===== src/core/sss_pkg.sv =====
// Purpose: Constants and types for the start-up and state controller
// Assumes: 100 MHz clk_sys, classic Wishbone register access
// Notes: Byte addresses, one 32-bit word per register
//
// What this block does
// - Boot runs hardware, memory, driver setup first
// - No frame service until ten-second boot done
// - Post-boot unsynced, switch at run: block traffic, idle, both lamps
// - Resync while running may reboot the device
// - Every stop-to-run change after boot restarts, dropping connections
// - Switch toggle cold; resync, tool, reset-all warm
// - Unsynced: switch stop gives stop, run gives idle
// - Synced: switch stop gives stop, run gives run
// - Lacking resources at job start: comm lamp blinks
// - Idle: await sync, comm lamp off, traffic blocked
// - Run only when all frames synced; run lamp
// - Stop: traffic blocked, stop lamp, config load allowed
package sss_pkg;
  localparam int CLK_HZ = 100_000_000;
  localparam int BOOT_S = 10;
  localparam int HW_MS = 100;
  localparam int MEM_MS = 2000;
  localparam int DRV_MS = 500;
  localparam int BLINK_MS = 250;
  localparam int BOOT_CYC = BOOT_S * CLK_HZ;
  localparam int HW_CYC = HW_MS * (CLK_HZ / 1000);
  localparam int MEM_CYC = HW_CYC + MEM_MS * (CLK_HZ / 1000);
  localparam int DRV_CYC = MEM_CYC + DRV_MS * (CLK_HZ / 1000);
  localparam int BLINK_CYC = BLINK_MS * (CLK_HZ / 1000);
  localparam int NFRM = 8;
  // Register byte addresses
  localparam logic [7:0] A_CTRL = 8'h00;
  localparam logic [7:0] A_FRAMES = 8'h04;
  localparam logic [7:0] A_STATUS = 8'h08;
  localparam logic [7:0] A_IRQ_STAT = 8'h0C;
  localparam logic [7:0] A_IRQ_MASK = 8'h10;
  localparam logic [7:0] A_ERRBYTE = 8'h14;
  // Control fields
  localparam int CTRL_TSTOP = 0;
  localparam int CTRL_RSTALL = 1;
  // Status fields
  localparam int ST_STATE = 0;
  localparam int ST_SW = 8;
  localparam int ST_ALL = 9;
  localparam int ST_SYNC = 16;
  // Interrupt events
  localparam int EV_BOOT = 0;
  localparam int EV_SYNC = 1;
  localparam int EV_RESTART = 2;
  localparam int EV_ALL = 3;
  localparam int NEV = 4;
  // Reset values and error byte codes
  localparam logic [7:0] FRAMES_RST = 8'h01;
  localparam logic [7:0] ERR_NONE = 8'h00;
  localparam logic [7:0] ERR_BOOT = 8'h01;
  localparam logic [7:0] ERR_FRAME = 8'h02;
  typedef enum logic [6:0] {
    S_HW = 7'h01,
    S_MEM = 7'h02,
    S_DRV = 7'h04,
    S_JOB = 7'h08,
    S_IDLE = 7'h10,
    S_STOP = 7'h20,
    S_RUN = 7'h40
  } sss_state_t;
endpackage : sss_pkg


===== src/core/sss_ctrl.sv =====
// Purpose: Start-up, sync and operating-state controller with Wishbone slave
// Assumes: Host sync requests come from logic on clk_sys
// Notes: All state lives in one struct, registered in one process
`timescale 1ns/1ps
module sss_ctrl #(
  parameter int BOOT_CYC = sss_pkg::BOOT_CYC,
  parameter int HW_CYC = sss_pkg::HW_CYC,
  parameter int MEM_CYC = sss_pkg::MEM_CYC,
  parameter int DRV_CYC = sss_pkg::DRV_CYC,
  parameter int BLINK_CYC = sss_pkg::BLINK_CYC
) (
  // Clock and reset
  input wire logic clk_sys,
  input wire logic rst_n,
  // Wishbone slave
  input wire logic wb_cyc_i,
  input wire logic wb_stb_i,
  input wire logic wb_we_i,
  input wire logic [7:0] wb_adr_i,
  input wire logic [3:0] wb_sel_i,
  input wire logic [31:0] wb_dat_i,
  output logic [31:0] wb_dat_o,
  output logic wb_ack_o,
  // Front switch pin and resource status
  input wire logic run_switch,
  input wire logic res_short,
  // Host synchronisation
  input wire logic sync_req,
  input wire logic [2:0] sync_frame,
  output logic sync_done,
  output logic [7:0] config_error_byte,
  // Status outputs
  output logic traffic_en,
  output logic conn_drop,
  output logic cfg_load_ok,
  output logic cold_restart,
  output logic lamp_run,
  output logic lamp_stop,
  output logic comm_lamp,
  output logic irq
);

  // ****************************************
  // State record
  // ****************************************
  typedef struct packed {
    sss_pkg::sss_state_t st;
    logic [31:0] cnt;
    logic [31:0] blink_cnt;
    logic blink;
    logic sw_s1;
    logic sw_s2;
    logic sw_s3;
    logic sw_run;
    logic sw_run_d;
    logic tool_stop;
    logic [7:0] frames;
    logic [7:0] synced;
    logic [sss_pkg::NEV-1:0] irq_stat;
    logic [sss_pkg::NEV-1:0] irq_mask;
    logic ack;
    logic [31:0] dat;
    logic sync_done;
    logic [7:0] err;
    logic traffic_en;
    logic conn_drop;
    logic cold;
    logic cfg_ok;
    logic l_run;
    logic l_stop;
    logic l_com;
    logic irq;
  } sss_reg_t;

  sss_reg_t q_r;
  sss_reg_t q_nxt;

  logic all_synced;
  logic eff_run;
  logic restart;
  logic restart_cold;
  logic wr;
  logic rstall;
  logic [sss_pkg::NEV-1:0] ev;
  logic [31:0] rd;

  assign all_synced = (q_r.synced & q_r.frames) == q_r.frames;
  assign eff_run = q_r.sw_run & ~q_r.tool_stop;
  assign wr = q_r.ack & wb_cyc_i & wb_stb_i & wb_we_i;
  assign rstall = wr && wb_adr_i == sss_pkg::A_CTRL && wb_sel_i[0] && wb_dat_i[sss_pkg::CTRL_RSTALL];

  // ****************************************
  // Read mux
  // ****************************************
  always_comb begin
    rd = 32'h0000_0000;
    case (wb_adr_i)
      sss_pkg::A_CTRL: rd[sss_pkg::CTRL_TSTOP] = q_r.tool_stop;
      sss_pkg::A_FRAMES: rd[7:0] = q_r.frames;
      sss_pkg::A_STATUS: begin
        rd[sss_pkg::ST_STATE +: 7] = q_r.st;
        rd[sss_pkg::ST_SW] = q_r.sw_run;
        rd[sss_pkg::ST_ALL] = all_synced;
        rd[sss_pkg::ST_SYNC +: 8] = q_r.synced;
      end
      sss_pkg::A_IRQ_STAT: rd[sss_pkg::NEV-1:0] = q_r.irq_stat;
      sss_pkg::A_IRQ_MASK: rd[sss_pkg::NEV-1:0] = q_r.irq_mask;
      sss_pkg::A_ERRBYTE: rd[7:0] = q_r.err;
      default: rd = 32'h0000_0000;
    endcase
  end

  // ****************************************
  // Next-state logic
  // ****************************************
  always_comb begin
    q_nxt = q_r;
    ev = '0;
    restart = 1'b0;
    restart_cold = 1'b0;
    q_nxt.sync_done = 1'b0;
    q_nxt.conn_drop = 1'b0;
    q_nxt.cold = 1'b0;

    // Switch pin: three flops, accept once the last two agree
    q_nxt.sw_s1 = run_switch;
    q_nxt.sw_s2 = q_r.sw_s1;
    q_nxt.sw_s3 = q_r.sw_s2;
    if (q_r.sw_s2 == q_r.sw_s3) begin
      q_nxt.sw_run = q_r.sw_s3;
    end
    q_nxt.sw_run_d = q_r.sw_run;

    // Wishbone: ack one cycle after request, writes at the acked edge
    q_nxt.ack = wb_cyc_i & wb_stb_i & ~q_r.ack;
    q_nxt.dat = (wb_cyc_i & wb_stb_i & ~q_r.ack) ? rd : 32'h0000_0000;
    if (wr && wb_sel_i[0]) begin
      case (wb_adr_i)
        sss_pkg::A_CTRL: begin
          if (q_r.sw_run) begin
            q_nxt.tool_stop = wb_dat_i[sss_pkg::CTRL_TSTOP];
          end
        end
        sss_pkg::A_FRAMES: begin
          if (q_r.st == sss_pkg::S_STOP) begin
            q_nxt.frames = wb_dat_i[7:0];
          end
        end
        sss_pkg::A_IRQ_MASK: q_nxt.irq_mask = wb_dat_i[sss_pkg::NEV-1:0];
        default: ;
      endcase
    end

    // Blink timebase for the comm lamp
    if (q_r.blink_cnt >= BLINK_CYC - 1) begin
      q_nxt.blink_cnt = 32'h0000_0000;
      q_nxt.blink = ~q_r.blink;
    end else begin
      q_nxt.blink_cnt = q_r.blink_cnt + 32'h0000_0001;
    end

    // Host sync requests: error byte stays nonzero until boot is done
    if (sync_req) begin
      q_nxt.sync_done = 1'b1;
      if (q_r.st inside {sss_pkg::S_HW, sss_pkg::S_MEM, sss_pkg::S_DRV, sss_pkg::S_JOB}) begin
        q_nxt.err = sss_pkg::ERR_BOOT;
      end else if (!q_r.frames[sync_frame]) begin
        q_nxt.err = sss_pkg::ERR_FRAME;
      end else if (q_r.st == sss_pkg::S_RUN) begin
        q_nxt.err = sss_pkg::ERR_NONE;
        restart = 1'b1;
      end else begin
        q_nxt.err = sss_pkg::ERR_NONE;
        q_nxt.synced[sync_frame] = 1'b1;
        ev[sss_pkg::EV_SYNC] = 1'b1;
      end
    end

    // Operating states
    case (q_r.st)
      sss_pkg::S_HW, sss_pkg::S_MEM, sss_pkg::S_DRV, sss_pkg::S_JOB: begin
        q_nxt.cnt = q_r.cnt + 32'h0000_0001;
        if (q_r.st == sss_pkg::S_HW && q_r.cnt >= HW_CYC - 1) begin
          q_nxt.st = sss_pkg::S_MEM;
        end
        if (q_r.st == sss_pkg::S_MEM && q_r.cnt >= MEM_CYC - 1) begin
          q_nxt.st = sss_pkg::S_DRV;
        end
        if (q_r.st == sss_pkg::S_DRV && q_r.cnt >= DRV_CYC - 1) begin
          q_nxt.st = sss_pkg::S_JOB;
        end
        if (q_r.st == sss_pkg::S_JOB && q_r.cnt >= BOOT_CYC - 1 && !res_short) begin
          q_nxt.st = eff_run ? sss_pkg::S_IDLE : sss_pkg::S_STOP;
          q_nxt.cnt = 32'h0000_0000;
          ev[sss_pkg::EV_BOOT] = 1'b1;
        end
        q_nxt.cnt = (q_nxt.st != q_r.st && q_nxt.st == sss_pkg::S_IDLE) ? 32'h0000_0000 : q_nxt.cnt;
        if (q_r.cnt >= BOOT_CYC - 1) begin
          q_nxt.cnt = q_r.cnt;
        end
      end
      sss_pkg::S_IDLE: begin
        if (!eff_run) begin
          q_nxt.st = sss_pkg::S_STOP;
        end else if (all_synced) begin
          q_nxt.st = sss_pkg::S_RUN;
          ev[sss_pkg::EV_ALL] = 1'b1;
        end
      end
      sss_pkg::S_RUN: begin
        if (!eff_run) begin
          q_nxt.st = sss_pkg::S_STOP;
        end
      end
      sss_pkg::S_STOP: begin
        if (eff_run) begin
          restart = 1'b1;
          restart_cold = ~q_r.sw_run_d;
        end
      end
      default: begin
        q_nxt.st = sss_pkg::S_HW;
        q_nxt.cnt = 32'h0000_0000;
      end
    endcase

    // Reset-all from software forces a warm restart
    if (rstall) begin
      restart = 1'b1;
      restart_cold = 1'b0;
    end

    // Restart: drop links, clear flags, re-run the boot
    if (restart) begin
      q_nxt.conn_drop = 1'b1;
      q_nxt.cold = restart_cold;
      q_nxt.synced = 8'h00;
      q_nxt.err = sss_pkg::ERR_BOOT;
      ev[sss_pkg::EV_RESTART] = 1'b1;
      if (restart_cold) begin
        q_nxt.st = sss_pkg::S_HW;
        q_nxt.cnt = 32'h0000_0000;
      end else begin
        q_nxt.st = sss_pkg::S_JOB;
        q_nxt.cnt = DRV_CYC;
      end
    end

    q_nxt.cfg_ok = q_nxt.st == sss_pkg::S_STOP;

    // Lamps and traffic follow the next state, in step with the load flag
    case (q_nxt.st)
      sss_pkg::S_IDLE: begin
        q_nxt.traffic_en = 1'b0;
        q_nxt.l_run = 1'b1;
        q_nxt.l_stop = 1'b1;
        q_nxt.l_com = 1'b0;
      end
      sss_pkg::S_RUN: begin
        q_nxt.traffic_en = 1'b1;
        q_nxt.l_run = 1'b1;
        q_nxt.l_stop = 1'b0;
        q_nxt.l_com = 1'b0;
      end
      sss_pkg::S_JOB: begin
        q_nxt.traffic_en = 1'b0;
        q_nxt.l_run = eff_run;
        q_nxt.l_stop = 1'b1;
        q_nxt.l_com = res_short & q_r.blink;
      end
      default: begin
        q_nxt.traffic_en = 1'b0;
        q_nxt.l_run = 1'b0;
        q_nxt.l_stop = 1'b1;
        q_nxt.l_com = 1'b0;
      end
    endcase

    // Sticky events: a new event wins over a write-one clear
    if (wr && wb_sel_i[0] && wb_adr_i == sss_pkg::A_IRQ_STAT) begin
      q_nxt.irq_stat = q_r.irq_stat & ~wb_dat_i[sss_pkg::NEV-1:0];
    end
    q_nxt.irq_stat = q_nxt.irq_stat | ev;
    q_nxt.irq = |(q_nxt.irq_stat & q_nxt.irq_mask);
  end

  // ****************************************
  // State register
  // ****************************************
  always_ff @(posedge clk_sys or negedge rst_n) begin
    if (!rst_n) begin
      q_r <= '0;
      q_r.st <= sss_pkg::S_HW;
      q_r.frames <= sss_pkg::FRAMES_RST;
      q_r.err <= sss_pkg::ERR_BOOT;
      q_r.l_stop <= 1'b1;
    end else begin
      q_r <= q_nxt;
    end
  end

  // ****************************************
  // Outputs
  // ****************************************
  assign wb_dat_o = q_r.dat;
  assign wb_ack_o = q_r.ack;
  assign sync_done = q_r.sync_done;
  assign config_error_byte = q_r.err;
  assign traffic_en = q_r.traffic_en;
  assign conn_drop = q_r.conn_drop;
  assign cfg_load_ok = q_r.cfg_ok;
  assign cold_restart = q_r.cold;
  assign lamp_run = q_r.l_run;
  assign lamp_stop = q_r.l_stop;
  assign comm_lamp = q_r.l_com;
  assign irq = q_r.irq;

endmodule : sss_ctrl


===== config.mk =====
export PLATFORM = sky130hd
export DESIGN_NAME = sss_ctrl
export DESIGN_NICKNAME = d
export VERILOG_FILES = /design/src/core/sss_pkg.sv /design/src/core/sss_ctrl.sv
export SDC_FILE = /design/constraint.sdc
export NUM_CORES = 1
export LEC_CHECK = 0
export BUFFER_PORTS_ARGS = -buffer_cell sky130_fd_sc_hd__buf_2
export CAP_MARGIN = 10
export CORE_ASPECT_RATIO = 1.1
export CORE_UTILIZATION = 55
export CTS_BUF_LIST = sky130_fd_sc_hd__clkbuf_8
export DETAILED_ROUTE_END_ITERATION = 8
export PLACE_DENSITY = 0.89
export SETUP_SLACK_MARGIN = 0.1
export SKIP_LAST_GASP = 1
export SLEW_MARGIN = 40
export SYNTH_ARGS = -nofsm -noshare
export SYNTH_HDL_FRONTEND = slang
export SYNTH_SLANG_ARGS = --single-unit

===== constraint.sdc =====
create_clock -name clk_sys -period 4.8 [get_ports clk_sys]
set_clock_uncertainty 0.15 [all_clocks]
set_input_delay 0.24 -clock clk_sys [delete_from_list [all_inputs] [get_ports clk_sys]]
set_output_delay 0.24 -clock clk_sys [all_outputs]
set_load 0.01 [all_outputs]

==> summary by stage, run 1 <==
GRT
The pin count of the biggest net entering global routing is 52. The combined global-route utilization of all metal layers is 0.260. The initial antenna violation count is 0. The first-pass GRT wire length is 26.0 mm. The number of global-route vias before repair came to 5448. The global route total overflow is 0.

Setup path
STA classifies the critical path startpoint as a register. The required time of the critical path is 5.03 ns. The worst setup path is of the register to register kind.

The setup check on the worst reg-to-reg path leaves a slack of 1.47 ns. Measured in cells, the most critical reg-to-reg path has a length of 9. In this design, the largest share of critical-path delay is due to simple AND/OR/NAND/NOR gates. The arrival time reported for the critical path endpoint is 3.56 ns. Traced cell by cell, the critical path runs through ha_1, nand3_1, nor4_1, o2111ai_1, nand3b_1, and3b_2, buf_4, a21oi_1, o22ai_1. For this run, the slowest stage of the critical path takes 0.61 ns. In this run the critical register-to-register path is captured at q_r[129]. In this run the critical register-to-register path is launched from q_r[113]. STA classifies the critical path endpoint as a register.

The number of buffers and inverters on the critical path is 1. In this run the number of cells on the critical path is 9. The slowest stage of the critical path belongs to the cell and3b_2. The maximum fanout along the worst path is 30.

CTS
The number of buffers added by the clock tree synthesis step is 17. In this run the deepest clock path goes through 2 buffers. The total number of clock tree sinks is 132. The source-to-sink clock delay at the later pin of the worst-skew pair is 0.47 ns. After clock tree synthesis, the clock-pin slew on the worst setup and hold paths is 0.09 ns. Post-CTS timing repair inserted 0 buffers for setup. TritonCTS built the clock tree. The number of hold buffers added after CTS was 14. The post-cts repair resize count is 0. The clock root buffer is clkbuf_8.

CTS built an H-tree with a depth of 4.

Timing
Dividing the final minimum period by the clock period gives 0.693. At the pin with the least slew margin, the transition time is 0.791 ns. The count of pins over their slew limit is 0. The clock period minus worst slack is 3.33 ns. Across all setup checks in the final design, the least slack found is 1.47 ns. The achievable frequency is 0.301 GHz.

In the final timing run, aggregate negative setup slack is 0 ns. In this run the tightest slew margin relative to its limit is 0.469. Setup violations remaining at the end of the flow were counted as 0. Setup repair after global routing left no endpoint under its margin. The hold violation count in the final report is 0.

Route
Dividing the detail-routed via count by the number of cells gives 5.94. Before antenna repair, the detailed router went through 5 iterations. The number of DRC markers in iteration 0 is 610. The final route contains 5672 vias. The final routed DRC violation total is 0. After detailed routing, the average wire length per cell comes to 16.6 um. The total length of routed wires is 15.8 mm. The count of antenna-violating nets left after detailed routing is 0.

Synthesis
For this run, the number of Yosys warnings is 0. After technology mapping, the gate count stands at 743. After synthesis the netlist holds a flip-flop and latch count of 132. The share of the Yosys chip area taken by registers is 0.485. The number of distinct library cells after synthesis is 75. The number of enable flip-flop cells after synthesis is 0. The share of flip-flops with an asynchronous set or reset after synthesis is 1.00. The prevailing post-synth register cell is dfrtp_1. The mapped netlist covers 6820 sq um. After synthesis, the mean cell area works out to 9.18 sq um.

Cells and area
The area growth from synthesis to layout is 10.7%. The antenna cell count is 0. The share of post-route cells with drive strength above 1 is 0.154. In the layout the commonest cells are dfrtp_1, nor2_1, buf_2, nand2_1, nand3_1. The final-stage net count is 845.

Leaving out fill and tap cells, the most frequent cell in the layout is dfrtp_1. The count of fill cells added during filler insertion is 903.

Job
Max-cap violations in this run came to 0.

Die
The chip width is 108 um. The standard-cell row count is 42. The I/O pin count is 105. For this configuration, the core starts out at a cell density of 0.564. The die footprint is 12900 sq um.

The core region is 12100 sq um. The vertical die dimension is 119 um.

Min path
The worst hold path cell count is 3. The path with the worst hold slack has its endpoint at q_r[64]. The beginning of the worst hold path is sync_frame[1]. The class of the most critical hold timing path is primary input to register.

Placement
The congestion estimate from routability-driven global placement came to 0.937. The detailed-placement wirelength estimate is 10.6 mm. Buffers placed on the I/O ports in this run total 57. Before CTS, the worst setup slack after placement is 1.49 ns.

Pwr
For this design the ratio of total power to cell area is 359 nW/um^2. The leakage component of the power is 3.36 nW. IR analysis of the VDD net gives a maximum drop of 210 uV.

Outcome
The flow ran to the end, and the final reports show no timing, DRC or antenna violations.
## routing by layer
layer | vias to the layer above | GRT usage | share of wire
met2 | 286 | 0.423 | 0.50
li1 | 2650 | - | -
met4 | 0 | 0.117 | 0.031
met3 | 49 | 0.0662 | 0.062
met5 | - | 0 | 0
met1 | 2687 | 0.322 | 0.41
## how the worst max path moves through the flow
stage	from	end	slack, ns
6_report	q_r[113]	q_r[129]	1.47
5_1_grt	q_r[113]	q_r[129]	1.23
4_1_cts	q_r[146]	q_r[129]	1.41
3_5_place_dp	q_r[146]	q_r[129]	1.49
3_3_place_gp	q_r[146]	q_r[135]	1.32
2_1_floorplan	q_r[113]	q_r[131]	2.38
## per-stage QoR
step	std cells	utilization	power [mW]	hold WS (ns)	cell area [sq um]
2_1_floorplan	769	-	1.60	-0.206	6920
3_3_place_gp	909	0.576	1.69	0.137	6960
3_5_place_dp	909	0.577	1.71	0.150	6980
4_1_cts	955	0.624	2.72	0.00478	7550
5_1_grt	955	0.625	2.83	0.00487	7560
6_report	955	0.625	2.72	0.0295	7560
## cell usage after synthesis, types with 14 or more instances
library cell  number  area share
dfrtp_1          128        0.47
nor2_1           101       0.056
nand2_1           49       0.027
buf_4             43       0.047
nand3_1           41       0.030
o21ai_0           38       0.028
inv_1             35       0.019
a21oi_1           34       0.025
nor3_1            24       0.018
clkbuf_1          17      0.0094
o22ai_1           17       0.016
xor2_1            17       0.022
and2_1            14       0.013
## state kept, by name, summed over array words and instances (netlist names)
| register | flops |
|---|---|
| cfg_load_ok | 1 |
| lamp_stop | 1 |
| wb_ack_o | 1 |
| cold_restart | 1 |
| q_r | 99 |
| q_nxt | 3 |
| comm_lamp | 1 |
| irq | 1 |
| conn_drop | 1 |
| traffic_en | 1 |
| sync_done | 1 |
| lamp_run | 1 |
| config_error_byte | 2 |
| wb_dat_o | 18 |
## worst register-to-register path, cell delays in order (launching register included)
cell and delay (ns):
dfrtp_1 0.42, ha_1 0.30, nand3_1 0.15, nor4_1 0.37
o2111ai_1 0.26, nand3b_1 0.47, and3b_2 0.62, buf_4 0.30
a21oi_1 0.07, o22ai_1 0.14
## logic make-up (layout without fill, tap and decap cells)
logic type | count (synthesis) | after routing | share of synthesized area
compound gates | 159 | 159 | 0.153
other cells | 1 | 27 | 0.000550
mux | 11 | 11 | 0.0169
buf+inv | 110 | 142 | 0.0886
simple gates | 303 | 303 | 0.220
fa+ha+maj | 3 | 3 | 0.00513
flops | 132 | 132 | 0.485
xor+xnor | 24 | 24 | 0.0308
## final cells by class
cell class / instances / area, sq um / share of cell area
Inverter: 35 / 131 / 0.0174
Clock buffer: 17 / 234 / 0.0310
Clock inverter: 15 / 194 / 0.0257
Sequential cell: 132 / 3310 / 0.438
Timing Repair Buffer: 75 / 458 / 0.0606
Multi-Input combinational cell: 527 / 3040 / 0.402
Tap cell: 154 / 193 / 0.0255
## where the power goes
| group | total, mW | leakage, nW | internal, mW | switching, mW |
|---|---|---|---|---|
| Clock | 1.01 | 0.212 | 0.528 | 0.483 |
| Combinational | 0.460 | 1.42 | 0.175 | 0.285 |
| Sequential | 1.25 | 1.73 | 1.18 | 0.0639 |
| Total | 2.72 | 3.36 | 1.88 | 0.832 |
No activity file was read; power rests on OpenSTA's default activity.
==> inputs of run 2 (changes only) <==
--- a/config.mk
+++ b/config.mk
@@ -8,7 +8,7 @@
 export BUFFER_PORTS_ARGS = -buffer_cell sky130_fd_sc_hd__buf_2
 export CAP_MARGIN = 10
 export CORE_ASPECT_RATIO = 1.1
-export CORE_UTILIZATION = 55
+export CORE_UTILIZATION = 53
 export CTS_BUF_LIST = sky130_fd_sc_hd__clkbuf_8
 export DETAILED_ROUTE_END_ITERATION = 8
 export PLACE_DENSITY = 0.89
==> constraint.sdc (replaced) <==
create_clock -name clk_sys -period 3 [get_ports clk_sys]
set_clock_uncertainty 0.15 [all_clocks]
set_input_delay 0.15 -clock clk_sys [delete_from_list [all_inputs] [get_ports clk_sys]]
set_output_delay 0.15 -clock clk_sys [all_outputs]
set_load 0.01 [all_outputs]
==> run 2 against run 1 <==
  * Global-route usage is 0.29 points lower
  * Non-clock buffer count up 21
  * Combinational power increased by 75%
  * Critical path type unchanged
==> summary by stage, run 2 (synthesis results as in run 1) <==
Outcome
The run finished with clean final reports.

GRT
Entering global routing, the biggest net connects 79 pins. The total overflow left after global routing is 0. The number of global-route vias before repair was 5554. Across every metal layer, demand over resource in global routing totals 0.257. The initial antenna violation count is 0. The first-pass GRT wire length is 26.1 mm.

Die
The standard-cell row count is 43. The vertical die dimension is 121 um. The die covers 13300 sq um. The starting density of the core is 0.542. The I/O pin count is 105. The total core area is 12600 sq um. The chip width is 110 um.

Timing
The final sum of negative setup slack is 0 ns. The count of pins over their slew limit is 0. The hold slack is 0.0483 ns. After layout, the minimum clock period comes to 2.82 ns. The measured slew at the worst slew-check pin is 0.677 ns. The worst pin sits at a relative slew slack of 0.549. The post-route worst setup slack is 0.178 ns.

The hold violation count in the final report is 0. Setup repair after global routing left no endpoint under its margin. Static timing analysis puts the maximum clock frequency at 0.354 GHz. The final clock period utilization by the worst path is 0.941. Setup violations remaining at the end of the flow were counted as 0.

Route
For this run, design rule violations remaining after detail routing come to 0. The final route contains 5739 vias. For this block, the routed nets add up to 16.2 mm of wire. After detailed routing, the average wire length per cell comes to 16.6 um. The number of DRC markers in iteration 0 is 784. The number of vias per cell is 5.86.

The number of search-and-repair iterations in the first detailed-routing pass is 6. Once detail routing completed, the nets flagged for antenna violations numbered 0.

Placement
The number of input and output port buffers inserted is 57. The detailed-placement wirelength estimate is 10.5 mm. The total placed cells including tap cells is 925.

The final weighted congestion in routability-driven placement is 0.898. Prior to clock tree synthesis, the placed netlist has a worst setup slack of 0.234 ns. Once placement finished, the instance area stood at 7080 sq um.

CTS
The clock root buffer is clkbuf_8. Counting along the longest clock path gives a buffer depth of 2. The clock net in this run drives a total of 132 sinks. The H-tree was split into 4 levels. Once the clock tree was built, the setup fixing pass inserted 0 buffers. TritonCTS built the clock tree. The clock transition time at the flip-flop clock pins of the worst setup and hold paths is 0.09 ns.

The source-to-sink clock delay at the later pin of the worst-skew pair is 0.46 ns. In this run, CTS created clock tree buffers numbering 17.

Setup path
The number of buffers and inverters on the critical path is 1. The required time of the critical path is 3.21 ns. Walking the worst path, the cells encountered are or2b_1, a311oi_1, o21ai_0, nand4b_1, nor2_1, a31oi_1, dlygate4sd3_1, nor2_1. For this run, the slowest stage of the critical path takes 0.58 ns. The element type at the critical path end is a register. The maximum fanout along the worst path is 8. The critical path in this run is classified as register to register.

Among the stages of the critical path, the cell type that occurs most often is nor2_1. The arrival time reported for the critical path endpoint is 3.03 ns. The startpoint class of the critical path is a register. The slowest stage cell on the critical path is dlygate4sd3_1. On the critical path the largest part of the delay comes from simple AND/OR/NAND/NOR gates.

Job
Across the run, the number of max-cap violations was 0.

Cells and area
Leaving out fill and tap cells, the most frequent cells in the layout are dfrtp_1, nor2_1, buf_2, nand2_1, nand3_1. The final-stage net count is 866. The most frequent standard cell in the layout excluding fill and tap cells is dfrtp_1. The summed area of non-filler cells in the final layout is 7680 sq um. The share of post-route cells with drive strength above 1 is 0.164. The register with the most flip-flops is q_r. The antenna cell count is 0.

The number of flip-flops under the largest register name is 99. The number of standard cells in the layout, taps in and fillers out is 979. Relative to the synthesized area, the layout overhead comes to 12.5%.

The post-route core utilization is 0.610.

Pwr
Total power for the finished layout comes to 4.20 mW. The leakage component of the power is 3.44 nW. The worst-case vdd ir drop is 357 uV. Power spread over the standard cell area amounts to 547 nW/um^2.

Min path
The class of the most critical hold timing path is primary input to register.
-- run 2: worst reg2reg max path, stage by stage (launching register included) --
cell and delay [ns]:
dfrtp_1 0.49, or2b_1 0.29, a311oi_1 0.36, o21ai_0 0.18
nand4b_1 0.27, nor2_1 0.15, a31oi_1 0.21, dlygate4sd3_1 0.58
nor2_1 0.04
-- run 2: repair_timing --
item / 4_1_cts / 5_1_grt
resized for setup: 0 / 2
hold buffers: 22 / 0
hold endpoints to repair: 107 / 0
endpoints found under the setup margin: 0 / 4
-- run 2: cell type report --
class	count	area, sq um
well taps	157	196
flip-flops and latches	132	3310
clock buffers	17	234
multi-input cells	527	3020
repair buffers	96	652
inverters	35	131
fillers	940	4910
clock inverters	15	135
-- run 2: where the power goes --
group	total [mW]	internal, mW	switching, mW
registers	2.00	1.89	0.106
logic	0.804	0.325	0.479
clock network	1.40	0.604	0.795
-- run 2: final timing paths --
kind / slack (ns) / start / to / cells after the start
max in group asynchronous: 1.81 / rst_n / q_r[66] / 3
max: 0.18 / q_r[148] / q_r[65] / 8
min in group asynchronous: 0.12 / rst_n / wb_dat_o[21] / 2
min: 0.05 / wb_cyc_i / wb_dat_o[5] / 4
max reg2reg: 0.18 / q_r[148] / q_r[65] / 8
min reg2reg: 0.21 / q_nxt[78] / q_nxt[77] / 0
-- run 2: per-layer routing --
metal  share of wire  GRT usage
met5               0          0
met4           0.031      0.140
met3           0.065     0.0542
met2            0.51      0.434
met1            0.39      0.301
